## config.mk

```make
export PLATFORM = sky130hd
export DESIGN_NAME = link_bist_ser_flat
export DESIGN_NICKNAME = d
export VERILOG_FILES = /design/src/link_bist_pkg.sv /design/src/link_bist_if.sv /design/src/link_bist_ser.sv /design/src/flat_wrapper.sv
export SDC_FILE = /design/constraint.sdc
export NUM_CORES = 1
export LEC_CHECK = 0
export ABC_AREA = 1
export BUFFER_PORTS_ARGS = -buffer_cell sky130_fd_sc_hd__buf_2
export CORE_AREA = 10 10 109 111
export CTS_BUF_LIST = sky130_fd_sc_hd__clkbuf_4
export DETAILED_ROUTE_END_ITERATION = 7
export DIE_AREA = 0 0 119 121
export PLACE_DENSITY = 0.78
export SKIP_LAST_GASP = 1
export SLEW_MARGIN = 0
export SYNTH_ARGS = -nofsm -noshare
export SYNTH_HDL_FRONTEND = slang
export SYNTH_SLANG_ARGS = --single-unit
```

## constraint.sdc

```tcl
create_clock -name i_clock -period 2.8 [get_ports i_clock]
set_clock_uncertainty 0.15 [all_clocks]
set_input_delay 0.42 -clock i_clock [delete_from_list [all_inputs] [get_ports i_clock]]
set_output_delay 0.42 -clock i_clock [all_outputs]
set_load 0.02 [all_outputs]
```

## src/link_bist_pkg.sv

```systemverilog
// Shared constants and types for the serial link self-test ends.
package link_bist_pkg;
    // ============================================================
    // Register map of the serializer-side software port.
    localparam logic [7:0] ADDR_CONTROL = 8'h04;
    localparam logic [7:0] ADDR_LINK_STATUS = 8'h0C;
    localparam logic [7:0] ADDR_FUNC_CRC = 8'h10;
    localparam logic [7:0] ADDR_TEST_CRC = 8'h11;
    localparam logic [7:0] ADDR_IRQ_STATUS = 8'h12;
    localparam logic [7:0] ADDR_IRQ_ENABLE = 8'h13;
    localparam logic [7:0] ADDR_IRQ_CLEAR = 8'h14;
    localparam logic [7:0] ADDR_CRC_CLEAR = 8'h15;
    // Deserializer-side software port.
    localparam logic [7:0] ADDR_DES_CONTROL = 8'h00;
    localparam logic [7:0] ADDR_DES_STATUS = 8'h01;
    localparam logic [7:0] ADDR_DES_ERRORS = 8'h02;
    // ============================================================
    // Field positions.
    localparam int CTRL_TOGGLE_BIT = 5;
    localparam int LINK_DETECT_BIT = 0;
    localparam int DCTRL_ENABLE_BIT = 0;
    localparam int DCTRL_CLKSEL_BIT = 1;
    localparam int IRQ_ENTER_BIT = 0;
    localparam int IRQ_EXIT_BIT = 1;
    localparam int IRQ_CRC_BIT = 2;
    localparam int IRQ_WIDTH = 3;
    // ============================================================
    // Reset values and figures.
    localparam logic [7:0] RESET_BYTE = 8'h00;
    localparam logic [7:0] COUNT_MAX = 8'hFF;
    localparam int PAYLOAD_BITS = 36;
    localparam int CHECK_LOW = 1;
    localparam int CHECK_HIGH = 35;
    localparam logic [15:0] SCRAMBLE_SEED = 16'hACE1;
    // Test clock source select.
    typedef enum logic {CLK_TMDS = 1'b0, CLK_OSC = 1'b1} clk_src_e;
    // Deserializer check state.
    typedef enum logic [1:0] {
        DS_IDLE = 2'b00,
        DS_WAIT_LOCK = 2'b01,
        DS_CHECK = 2'b10,
        DS_HOLD = 2'b11
    } des_state_e;

    // Saturating 8-bit increment shared by every error counter.
    function automatic logic [7:0] sat_inc(input logic [7:0] v);
        sat_inc = (v == COUNT_MAX) ? COUNT_MAX : v + 8'h01;
    endfunction

    // One step of the 16-bit scrambler sequence.
    function automatic logic [15:0] lfsr_step(input logic [15:0] s);
        lfsr_step = {s[14:0], s[15] ^ s[13] ^ s[12] ^ s[10]};
    endfunction
endpackage

```

## src/link_bist_if.sv

```systemverilog
// Link between serializer and deserializer: forward frames and back channel.
`timescale 1ns/1ps
interface link_bist_if;
    import link_bist_pkg::*;
    logic [PAYLOAD_BITS-1:0] fwd_data;
    logic fwd_valid;
    logic bc_valid;
    logic bc_test_enable;
    logic bc_clk_sel;
    logic bc_crc_ok;
    logic bc_lock;

    modport serializer (
        output fwd_data, fwd_valid,
        input bc_valid, bc_test_enable, bc_clk_sel, bc_crc_ok, bc_lock
    );
    modport deserializer (
        input fwd_data, fwd_valid,
        output bc_valid, bc_test_enable, bc_clk_sel, bc_crc_ok, bc_lock
    );
endinterface

```

## src/link_bist_ser.sv

```systemverilog
// Serializer end of the link self test, with CRC counters and software port.
`timescale 1ns/1ps
// Behaviour
// Serializer enters test on back-channel enable.
// Test replaces video input with zero payload.
// Test payload goes through scramble and balance.
// Software toggles control bit 5 after enable.
// Test clock is TMDS or internal oscillator.
// Deserializer raises result high after lock.
// Result pulses low per errored frame.
// Result holds pass or fail after test.
// Enable pin duration sets test length.
// Lock stays valid throughout the test.
// Deserializer compares payload, records errors.
// CRC checked only after back-channel lock.
// Test CRC counter cleared on test entry.
// Functional CRC counter records from test entry.
// Test counter counts in test, retains result.
// Error counters saturate at maximum.
// ============================================================
// Software port map; each address holds one byte.
// The control byte is read/write; software pulses bit 5 once during the test sequence.
// The link status byte shows back-channel lock in bit 0.
// The functional and test CRC error counts are read only and saturate at their maximum.
// Interrupt status holds sticky bits: bit 0 test entry, bit 1 test exit, bit 2 CRC error.
// The interrupt enable byte has the same layout as the status byte.
// Writing ones to the interrupt clear byte clears those status bits; it reads as zero.
// Any write to the counter clear byte zeroes the counters unless a CRC error counts that cycle, the test count only outside test.
// Unmapped addresses read as zero and ignore writes.

module link_bist_ser
    import link_bist_pkg::*;
(
    input wire logic i_clock,
    input wire logic i_srst,
    link_bist_if.serializer link,
    input wire logic [PAYLOAD_BITS-1:0] i_video,
    input wire logic i_video_valid,
    input wire logic [7:0] i_addr,
    input wire logic [7:0] i_wdata,
    input wire logic i_wr,
    input wire logic i_rd,
    output logic [7:0] o_rdata,
    output logic o_test_mode,
    output logic o_clk_osc,
    output logic o_irq
);
    // ============================================================
    // State registers.
    // Every bit of state here is set by the synchronous reset; all clear except the scrambler, which loads SCRAMBLE_SEED.
    logic test_r;
    logic clk_sel_r;
    logic [7:0] control_r;
    logic [7:0] func_crc_r;
    logic [7:0] test_crc_r;
    logic [IRQ_WIDTH-1:0] irq_stat_r;
    logic [IRQ_WIDTH-1:0] irq_en_r;
    logic [15:0] lfsr_r;
    logic balance_r;
    logic [PAYLOAD_BITS-1:0] fwd_data_r;
    logic fwd_valid_r;
    logic [7:0] rdata_r;
    logic irq_r;

    // ============================================================
    // Decoding and event terms.
    // Entry and exit look at the registered state, so each fires for one cycle only.
    wire enter_test = link.bc_valid && link.bc_test_enable && !test_r;
    wire exit_test = link.bc_valid && !link.bc_test_enable && test_r;
    wire crc_error = link.bc_valid && link.bc_lock && !link.bc_crc_ok;
    wire wr_irq_en = i_wr && (i_addr == ADDR_IRQ_ENABLE);
    wire wr_irq_clr = i_wr && (i_addr == ADDR_IRQ_CLEAR);
    wire wr_crc_clr = i_wr && (i_addr == ADDR_CRC_CLEAR);
    wire wr_control = i_wr && (i_addr == ADDR_CONTROL);
    wire [IRQ_WIDTH-1:0] irq_events = {crc_error, exit_test, enter_test};

    // Test counter counts only in test and is cleared by software only outside it.
    wire test_crc_inc = crc_error && test_r;
    wire test_crc_clr = wr_crc_clr && !test_r;
    // Interrupt clear mask is zero unless the clear byte is written this cycle.
    wire [IRQ_WIDTH-1:0] irq_clr_mask = wr_irq_clr ? i_wdata[IRQ_WIDTH-1:0] : {IRQ_WIDTH{1'b0}};
    wire irq_pending = |(irq_stat_r & irq_en_r);

    // Test payload is all zeroes; the same scrambler and balance stage serve both.
    // The keystream spreads the 16-bit scrambler state over the whole payload width.
    wire [PAYLOAD_BITS-1:0] payload = test_r ? {PAYLOAD_BITS{1'b0}} : i_video;
    wire [PAYLOAD_BITS-1:0] keystream = {lfsr_r[3:0], lfsr_r, lfsr_r};
    wire [PAYLOAD_BITS-1:0] scrambled = payload ^ keystream;
    wire [PAYLOAD_BITS-1:0] balanced = balance_r ? ~scrambled : scrambled;
    wire send = test_r || i_video_valid;

    // Read multiplexer; unmapped and write-only addresses read zero.
    // The link status byte reads the live lock bit, one back-channel frame behind the far end.
    wire [7:0] rd_mux =
        (i_addr == ADDR_CONTROL) ? control_r :
        (i_addr == ADDR_LINK_STATUS) ? {7'h00, link.bc_lock} :
        (i_addr == ADDR_FUNC_CRC) ? func_crc_r :
        (i_addr == ADDR_TEST_CRC) ? test_crc_r :
        (i_addr == ADDR_IRQ_STATUS) ? {5'h00, irq_stat_r} :
        (i_addr == ADDR_IRQ_ENABLE) ? {5'h00, irq_en_r} : RESET_BYTE;

    // ============================================================
    // Test mode and clock source follow the back-channel indication.
    // Only frames marked valid are acted on, so an idle back channel leaves the mode as it is.
    // The clock select is tracked outside test too, so o_clk_osc shows it before a run.
    always_ff @(posedge i_clock) begin
        if (i_srst) begin
            test_r <= 1'b0;
            clk_sel_r <= CLK_TMDS;
        end else begin
            if (enter_test) begin
                test_r <= 1'b1;
            end else if (exit_test) begin
                test_r <= 1'b0;
            end
            if (link.bc_valid) begin
                clk_sel_r <= link.bc_clk_sel;
            end
        end
    end

    // Control byte is plain storage; software pulses bit 5 during the sequence.
    // Bit 5 has no effect of its own here; it is kept so software can read its toggles back.
    always_ff @(posedge i_clock) begin
        if (i_srst) begin
            control_r <= RESET_BYTE;
        end else if (wr_control) begin
            control_r <= i_wdata;
        end
    end

    // Functional counter restarts at entry and keeps counting; test counter counts in test only.
    // The entry clear has priority: a CRC error in the entry cycle belongs to no run.
    // An increment beats a software clear in the same cycle, so no error is lost.
    always_ff @(posedge i_clock) begin
        if (i_srst) begin
            func_crc_r <= RESET_BYTE;
            test_crc_r <= RESET_BYTE;
        end else if (enter_test) begin
            func_crc_r <= RESET_BYTE;
            test_crc_r <= RESET_BYTE;
        end else begin
            if (crc_error) begin
                func_crc_r <= sat_inc(func_crc_r);
            end else if (wr_crc_clr) begin
                func_crc_r <= RESET_BYTE;
            end
            if (test_crc_inc) begin
                test_crc_r <= sat_inc(test_crc_r);
            end else if (test_crc_clr) begin
                test_crc_r <= RESET_BYTE;
            end
        end
    end

    // Sticky interrupt bits; a new event wins over a clear in the same cycle.
    // The interrupt output lags the status by one cycle because it comes from a flip-flop.
    always_ff @(posedge i_clock) begin
        if (i_srst) begin
            irq_stat_r <= '0;
            irq_en_r <= '0;
            irq_r <= 1'b0;
        end else begin
            irq_stat_r <= irq_events | (irq_stat_r & ~irq_clr_mask);
            if (wr_irq_en) begin
                irq_en_r <= i_wdata[IRQ_WIDTH-1:0];
            end
            irq_r <= irq_pending;
        end
    end

    // Forward frame path: scrambler advances per frame, balance flips per frame.
    // There is no alignment word: both ends leave reset together with the same seed.
    // Limitation: a single lost frame valid would put the two scramblers out of step for good.
    always_ff @(posedge i_clock) begin
        if (i_srst) begin
            lfsr_r <= SCRAMBLE_SEED;
            balance_r <= 1'b0;
            fwd_data_r <= '0;
            fwd_valid_r <= 1'b0;
        end else begin
            fwd_valid_r <= send;
            if (send) begin
                fwd_data_r <= balanced;
                lfsr_r <= lfsr_step(lfsr_r);
                balance_r <= ~balance_r;
            end
        end
    end

    // Read data stand one cycle after the strobe only.
    // Reads have no side effects, so software may poll status freely.
    always_ff @(posedge i_clock) begin
        if (i_srst) begin
            rdata_r <= RESET_BYTE;
        end else begin
            rdata_r <= i_rd ? rd_mux : RESET_BYTE;
        end
    end

    // ============================================================
    // Outputs come straight from registers, so the pins never show decode glitches.
    assign link.fwd_data = fwd_data_r;
    assign link.fwd_valid = fwd_valid_r;
    assign o_rdata = rdata_r;
    assign o_test_mode = test_r;
    assign o_clk_osc = clk_sel_r;
    assign o_irq = irq_r;
endmodule

```

## src/flat_wrapper.sv

```systemverilog
// flat-port wrapper written by rule: the top's interface ports become plain ports
module link_bist_ser_flat import link_bist_pkg::*;
  (i_clock, i_srst, i_video, i_video_valid, i_addr, i_wdata, i_wr, i_rd, o_rdata, o_test_mode, o_clk_osc, o_irq, link_fwd_data, link_fwd_valid, link_bc_valid, link_bc_test_enable, link_bc_clk_sel, link_bc_crc_ok, link_bc_lock);
  link_bist_if link_i ();
  input wire logic i_clock;
  input wire logic i_srst;
  input wire logic [PAYLOAD_BITS-1:0] i_video;
  input wire logic i_video_valid;
  input wire logic [7:0] i_addr;
  input wire logic [7:0] i_wdata;
  input wire logic i_wr;
  input wire logic i_rd;
  output logic [7:0] o_rdata;
  output logic o_test_mode;
  output logic o_clk_osc;
  output logic o_irq;
  output wire logic [$bits(link_i.fwd_data)-1:0] link_fwd_data;
  output wire logic [$bits(link_i.fwd_valid)-1:0] link_fwd_valid;
  input wire logic [$bits(link_i.bc_valid)-1:0] link_bc_valid;
  input wire logic [$bits(link_i.bc_test_enable)-1:0] link_bc_test_enable;
  input wire logic [$bits(link_i.bc_clk_sel)-1:0] link_bc_clk_sel;
  input wire logic [$bits(link_i.bc_crc_ok)-1:0] link_bc_crc_ok;
  input wire logic [$bits(link_i.bc_lock)-1:0] link_bc_lock;
  assign link_fwd_data = link_i.fwd_data;
  assign link_fwd_valid = link_i.fwd_valid;
  assign link_i.bc_valid = link_bc_valid;
  assign link_i.bc_test_enable = link_bc_test_enable;
  assign link_i.bc_clk_sel = link_bc_clk_sel;
  assign link_i.bc_crc_ok = link_bc_crc_ok;
  assign link_i.bc_lock = link_bc_lock;
  link_bist_ser u_core (.i_clock(i_clock), .i_srst(i_srst), .link(link_i), .i_video(i_video), .i_video_valid(i_video_valid), .i_addr(i_addr), .i_wdata(i_wdata), .i_wr(i_wr), .i_rd(i_rd), .o_rdata(o_rdata), .o_test_mode(o_test_mode), .o_clk_osc(o_clk_osc), .o_irq(o_irq));
endmodule
```

# Yosys cells after proc, flatten, opt, wreduce, memory -nomap -nowiden
# Index checks and enable logic that the tools add are counted.
dict set report totals {
  elab_cells 75
  reg_bits 95
  inputBits 62
  output_inout_bits 48
}
dict set report op_classes {
  reduce_logical 22
  bitwise_logic 11
  muxes 17
  eq_ne 10
  n_addsub 2
}
# op count
set op_table {}
lappend op_table {{$mux W8} 11}
lappend op_table {{$mux W36} 2}
lappend op_table {{$eq A8 B5 Y1 const B} 6}
lappend op_table {{$not A36 Y36} 1}
lappend op_table {{$xor A36 B36 Y36} 1}
lappend op_table {{$add A8 B1 Y8 const B} 2}
lappend op_table {{$eq A8 B8 Y1 const B} 2}
lappend op_table {{$logic_and A1 B1 Y1} 12}
lappend op_table {{$eq A8 B3 Y1 const B} 1}
lappend op_table {{$eq A8 B4 Y1 const B} 1}
lappend op_table {{$and A3 B3 Y3} 2}
lappend op_table {{$mux W3} 2}
lappend op_table {{$reduce_bool A2 Y1} 3}
lappend op_table {{$reduce_or A2 Y1} 2}
lappend op_table {{$logic_not A1 Y1} 3}
lappend op_table {{$not A3 Y3} 1}
lappend op_table {{$or A3 B3 Y3} 1}
lappend op_table {{$reduce_or A3 Y1} 1}
lappend op_table {{$xor A1 B1 Y1} 3}
lappend op_table {{$mux W1} 2}
lappend op_table {{$not A1 Y1} 2}
lappend op_table {{$logic_or A1 B1 Y1} 1}

# Logic depth before layout (Yosys ltp)
dict set report logic_depth {
  word_depth 7
  ltp_mapped 10
  depth_no_buf 9
}

# Worst setup path after synthesis
# Ideal clock, no wire load.
dict set report synth_timing {
  kind {input -> register}
  startpoint {input i_addr[0]}
  endpoint {register u_core.control_r[0]}
  t_required_ns 2.518
  arrival_time_ns 1.311
  stages 7
  n_path_buf 1
  setup_ns 0.132
  setup_slack_ns 1.207
  cell_sequence {nor2_2 inv_2 nor3_4 nand2_4 buf_6 o21ai_1 a21oi_1}
}
dict set report synth_between {
  elab_chain_cells 2
}
# item line
set synth_lines {}
lappend synth_lines {{start, declared} flat_wrapper.sv:9} ;# input wire logic [7:0] i_addr;
lappend synth_lines {{$eq A8 B3 Y1} link_bist_ser.sv:74} ;# wire wr_control = i_wr && (i_addr == ADDR_CONTROL);
lappend synth_lines {{$logic_and A1 B1 Y1} link_bist_ser.sv:74}
lappend synth_lines {{end signal, assigned} link_bist_ser.sv:128} ;# control_r <= i_wdata;
lappend synth_lines {{end, declared} link_bist_ser.sv:53} ;# logic [7:0] control_r;
# No other way between the ends.
# A chain may end at the register's enable or synchronous reset.

# Worst setup path after layout
dict set report layout_timing {
  startpoint {register u_core.test_r, in the netlist u_core.o_test_mode}
  endpoint {register u_core.func_crc_r[6]}
}
dict set report layout_between {
  elab_chain_cells 3
}
# item line
set layout_lines {}
lappend layout_lines {{start, declared} link_bist_ser.sv:51} ;# logic test_r;
lappend layout_lines {{start signal, assigned} link_bist_ser.sv:108} ;# test_r <= 1'b0;
lappend layout_lines {{start signal, assigned} link_bist_ser.sv:112} ;# test_r <= 1'b1;
lappend layout_lines {{start signal, assigned} link_bist_ser.sv:114} ;# test_r <= 1'b0;
lappend layout_lines {{$logic_not A1 Y1} link_bist_ser.sv:68} ;# wire enter_test = link.bc_valid && link.bc_test_enable && !test_r;
lappend layout_lines {{$logic_and A1 B1 Y1} link_bist_ser.sv:68}
lappend layout_lines {{$reduce_or A2 Y1 (no line)} -}
lappend layout_lines {{end signal, assigned} link_bist_ser.sv:144} ;# func_crc_r <= sat_inc(func_crc_r);
lappend layout_lines {{end, declared} link_bist_ser.sv:54} ;# logic [7:0] func_crc_r;
# No other way between the ends.

==> run_results.csv <==
group,metric,value,unit
setup_path,critPathRequiredTime,2960,ps
sta,grt_setup_unrepaired,"no",
detailed_routing,firstDrtPassIters,5,
run_status,status,"finished, final reports clean",
min_path,whs_endpoint,"u_core.o_clk_osc",
yosys,ys_types,28,
power,p_int,0.00203,W
floorplan,core_area,9640,um2
min_path,hold_depth,3,
clock_network,cts_hold_buf,0,
clock_network,cts_tree,"done",
floorplan,fp.dieH,121,um
final_layout,syn2layout_area_growth,15.8,%
sta,drv_slew,0,
setup_path,worstPathArrival,2120,ps
final_layout,finish.net_count,821,
grt,grt_max_degree,71,
yosys,synthXorXnorAreaFrac,10.1,%
final_layout,antenna_cells,0,
setup_path,crit_type,"register to register",
yosys,synth_top_area_cell,"dfxtp_1",
yosys,synthTopCellsByArea,"dfxtp_1 (40%), nand2_1 (11%), xnor2_1 (9.9%)",
clock_network,postCtsResizedCells,0,
placed_design,io_buffers,109,
yosys,synth_top_family_by_area,"simple AND/OR/NAND/NOR gates",
detailed_routing,routed_wirelength,12.6,mm
clock_network,cts_buffers,9,
yosys,synth.area.mux_share,0,%
run,max_cap_violations,0,
yosys,yosys.area_share.adder,0.525,%
detailed_routing,post_drt_wl_per_cell,14.1,um
clock_network,cts_max_level,3,
power,pwr-share-seq,51.1,%
placed_design,dp_cells,879,
sta,tightest_slew,727,ps
yosys,yosysWarnings,0,
sta,fmax,509,MHz
detailed_routing,ant_nets,0,
yosys,synth-simple-area-share,22.9,%
detailed_routing,routed_via_density,5.09,
grt,antenna_found_initial,0,
floorplan,rows,36,
grt,grt_pass1_wl,20.9,mm
power,p_switching,0.000940,W
setup_path,reg2regPathDepth,5,
yosys,synth-seq-area-share,39.9,%
sta,period_share,70.2,%
clock_network,clock_sinks,95,
setup_path,crit_fanout,38,
power,p_sw_share,31.7,%
clock_network,clk_latency,440,ps
final_layout,final_layout_size_suffix_gt1_share,19.1,%
power,clkPwrFrac,24.5,%
final_layout,layoutNonFillerInstCount,894,
power,cellLeakagePower,2.67,nW
grt,grt.overflow.total,0,
power,cellPowerDensity,537,nW/um2
grt,grtUsageTotal,17.4,%
sta,hold_viol_final,0,
sta,setup_viol,0,
power,max-vdd-ir-drop,0.000307,V
yosys,avgSynthCellArea,7.21,um2
setup_path,r2r_slack,840,ps
detailed_routing,drtIter0Drc,394,
setup_path,reg2reg_from,"u_core.o_test_mode",
yosys,syn-num-nets,725,
floorplan,initial_core_util,49.5,%
sta,hold_slack,49.2,ps
min_path,min-delay-start,"link_bc_clk_sel",
min_path,min_path_type,"primary input to register",
grt,grt_pass1_vias,4465,
sta,tns,0,ps
yosys,ys_ff_latch,95,
clock_network,clk_path_buf_depth,2,
setup_path,crit_path_end_kind,"register",
yosys,syn_inst,661,
clock_network,root_buffer,"clkbuf_4",
placed_design,dp_hpwl,9.62,mm
detailed_routing,drc,0,
floorplan,die_w,119,um
yosys,synth_area,4770,um2
floorplan,die-area,14400,um2
final_layout,final_core_util,57.3,%
sta,max-slew-margin-rel,51.2,%
yosys,synth_compound_area_share,16.3,%
setup_path,worstReg2RegEnd,"u_core.func_crc_r[6]",
setup_path,start_kind,"register",
sta,period_needed,1960,ps
clock_network,cts.clk_slew.worst_paths,140,ps
floorplan,io_pins,110,
clock_network,post-cts-setup-buffers,0,
yosys,netlist.area_leader.share,39.9,%
power,power_frac_comb,24.4,%
placed_design,routabilityCongestion,0.874,
detailed_routing,vias,4554,
-- worst max path at each step --
stage	startpoint	endpoint	slack (ps)	depth (start not counted)
finish	u_core.o_test_mode	u_core.func_crc_r[6]	840	5
global route	u_core.func_crc_r[0]	u_core.func_crc_r[4]	690	7
CTS	u_core.o_test_mode	u_core.func_crc_r[6]	830	5
detailed placement	i_addr[0]	u_core.control_r[7]	850	8
global placement	i_addr[0]	u_core.control_r[1]	890	8
floorplan	i_addr[0]	u_core.control_r[0]	1210	7
-- Yosys cell counts --
cell type	n
buf_6	2
buf_2	7
dfxtp_1	95
nand4_1	6
nand2_1	146
xor2_1	1
nand2_2	1
buf_4	2
o221ai_1	1
o211ai_1	37
nand2_4	1
o21ai_0	34
ha_1	2
nor2_2	4
o22ai_1	4
xnor2_1	54
o21ai_1	10
inv_2	5
nor2_1	43
o21ai_2	1
a21oi_1	44
clkbuf_1	19
nand3_1	46
nor3_4	2
nor2_8	1
nor3_1	4
inv_1	87
o2111ai_1	2
-- flip-flops by register name, indices dropped and copies added (netlist names) --
| name | count |
|---|---|
| u_core.o_rdata | 8 |
| u_core.o_test_mode | 1 |
| u_core.irq_en_r | 3 |
| u_core.test_crc_r | 8 |
| u_core.o_irq | 1 |
| u_core.link.fwd_valid | 1 |
| u_core.link.fwd_data | 36 |
| u_core.lfsr_r | 16 |
| u_core.func_crc_r | 8 |
| u_core.balance_r | 1 |
| u_core.control_r | 8 |
| u_core.irq_stat_r | 3 |
| u_core.o_clk_osc | 1 |
-- logic make-up (layout without fill, tap and decap cells) --
group	after synthesis	count (layout)
xor gates and xnor gates	55	55
DFF	95	95
buffers and inverters	122	222
and+or+nand+nor	254	254
adders and majority gates	2	2
AOI/OAI and AO/OA	133	133
-- worst max-delay path, stage by stage, from the launching register on --
cell,delay (ps)
dfxtp_1,410
inv_1,80
buf_4,360
nand3_1,210
nand2_1,520
a21oi_1,100
-- routing by layer --
metal	global-route usage, %	routed length, um	vias up
met5	0	0	-
met4	6.34	242	0
met3	4.56	801	25
met2	28.7	5970	138
met1	21.3	5560	2074
li1	-	-	2317
-- placed cells by master, fill, tap and decap left out, drive strengths merged --
master and count:
a21oi 44, o22ai 4, nor2 48, dfxtp 95, inv 92, buf 115
o221ai 1, ha 2, bufinv 1, xor2 1, o2111ai 2, clkinvlp 1
xnor2 54, nand4 6, clkbuf 11, nand2 148, nor3 6, o21ai 45
nand3 46, clkinv 2, o211ai 37
-- power by group through the flow --
| stage | logic, W | registers (W) | clock network, W |
|---|---|---|---|
| 2_1_floorplan | 0.000425 | 0.00162 | 0 |
| 3_3_place_gp | 0.000710 | 0.00154 | 0 |
| 3_5_place_dp | 0.000729 | 0.00154 | 0 |
| 4_1_cts | 0.000731 | 0.00152 | 0.000748 |
| 5_1_grt | 0.000806 | 0.00153 | 0.000805 |
| 6_report | 0.000724 | 0.00152 | 0.000725 |
-- through the flow --
step | power, W | area (um2) | worst slack [ps]
5_1_grt | 0.00314 | 5520 | 686
2_1_floorplan | 0.00205 | 4770 | 1210
6_report | 0.00297 | 5520 | 836
4_1_cts | 0.00300 | 5520 | 831
3_3_place_gp | 0.00225 | 5390 | 891
3_5_place_dp | 0.00227 | 5390 | 850
-- final cells by class --
type	count	area, um2
clock buffer	11	82.6
tap	133	166
inverter	92	345
fill	960	4120
multi-input combinational	444	2380
timing repair buffer	115	603
sequential	95	1900
clock inverter	4	47.5
Power figures use the tool's default switching activity.
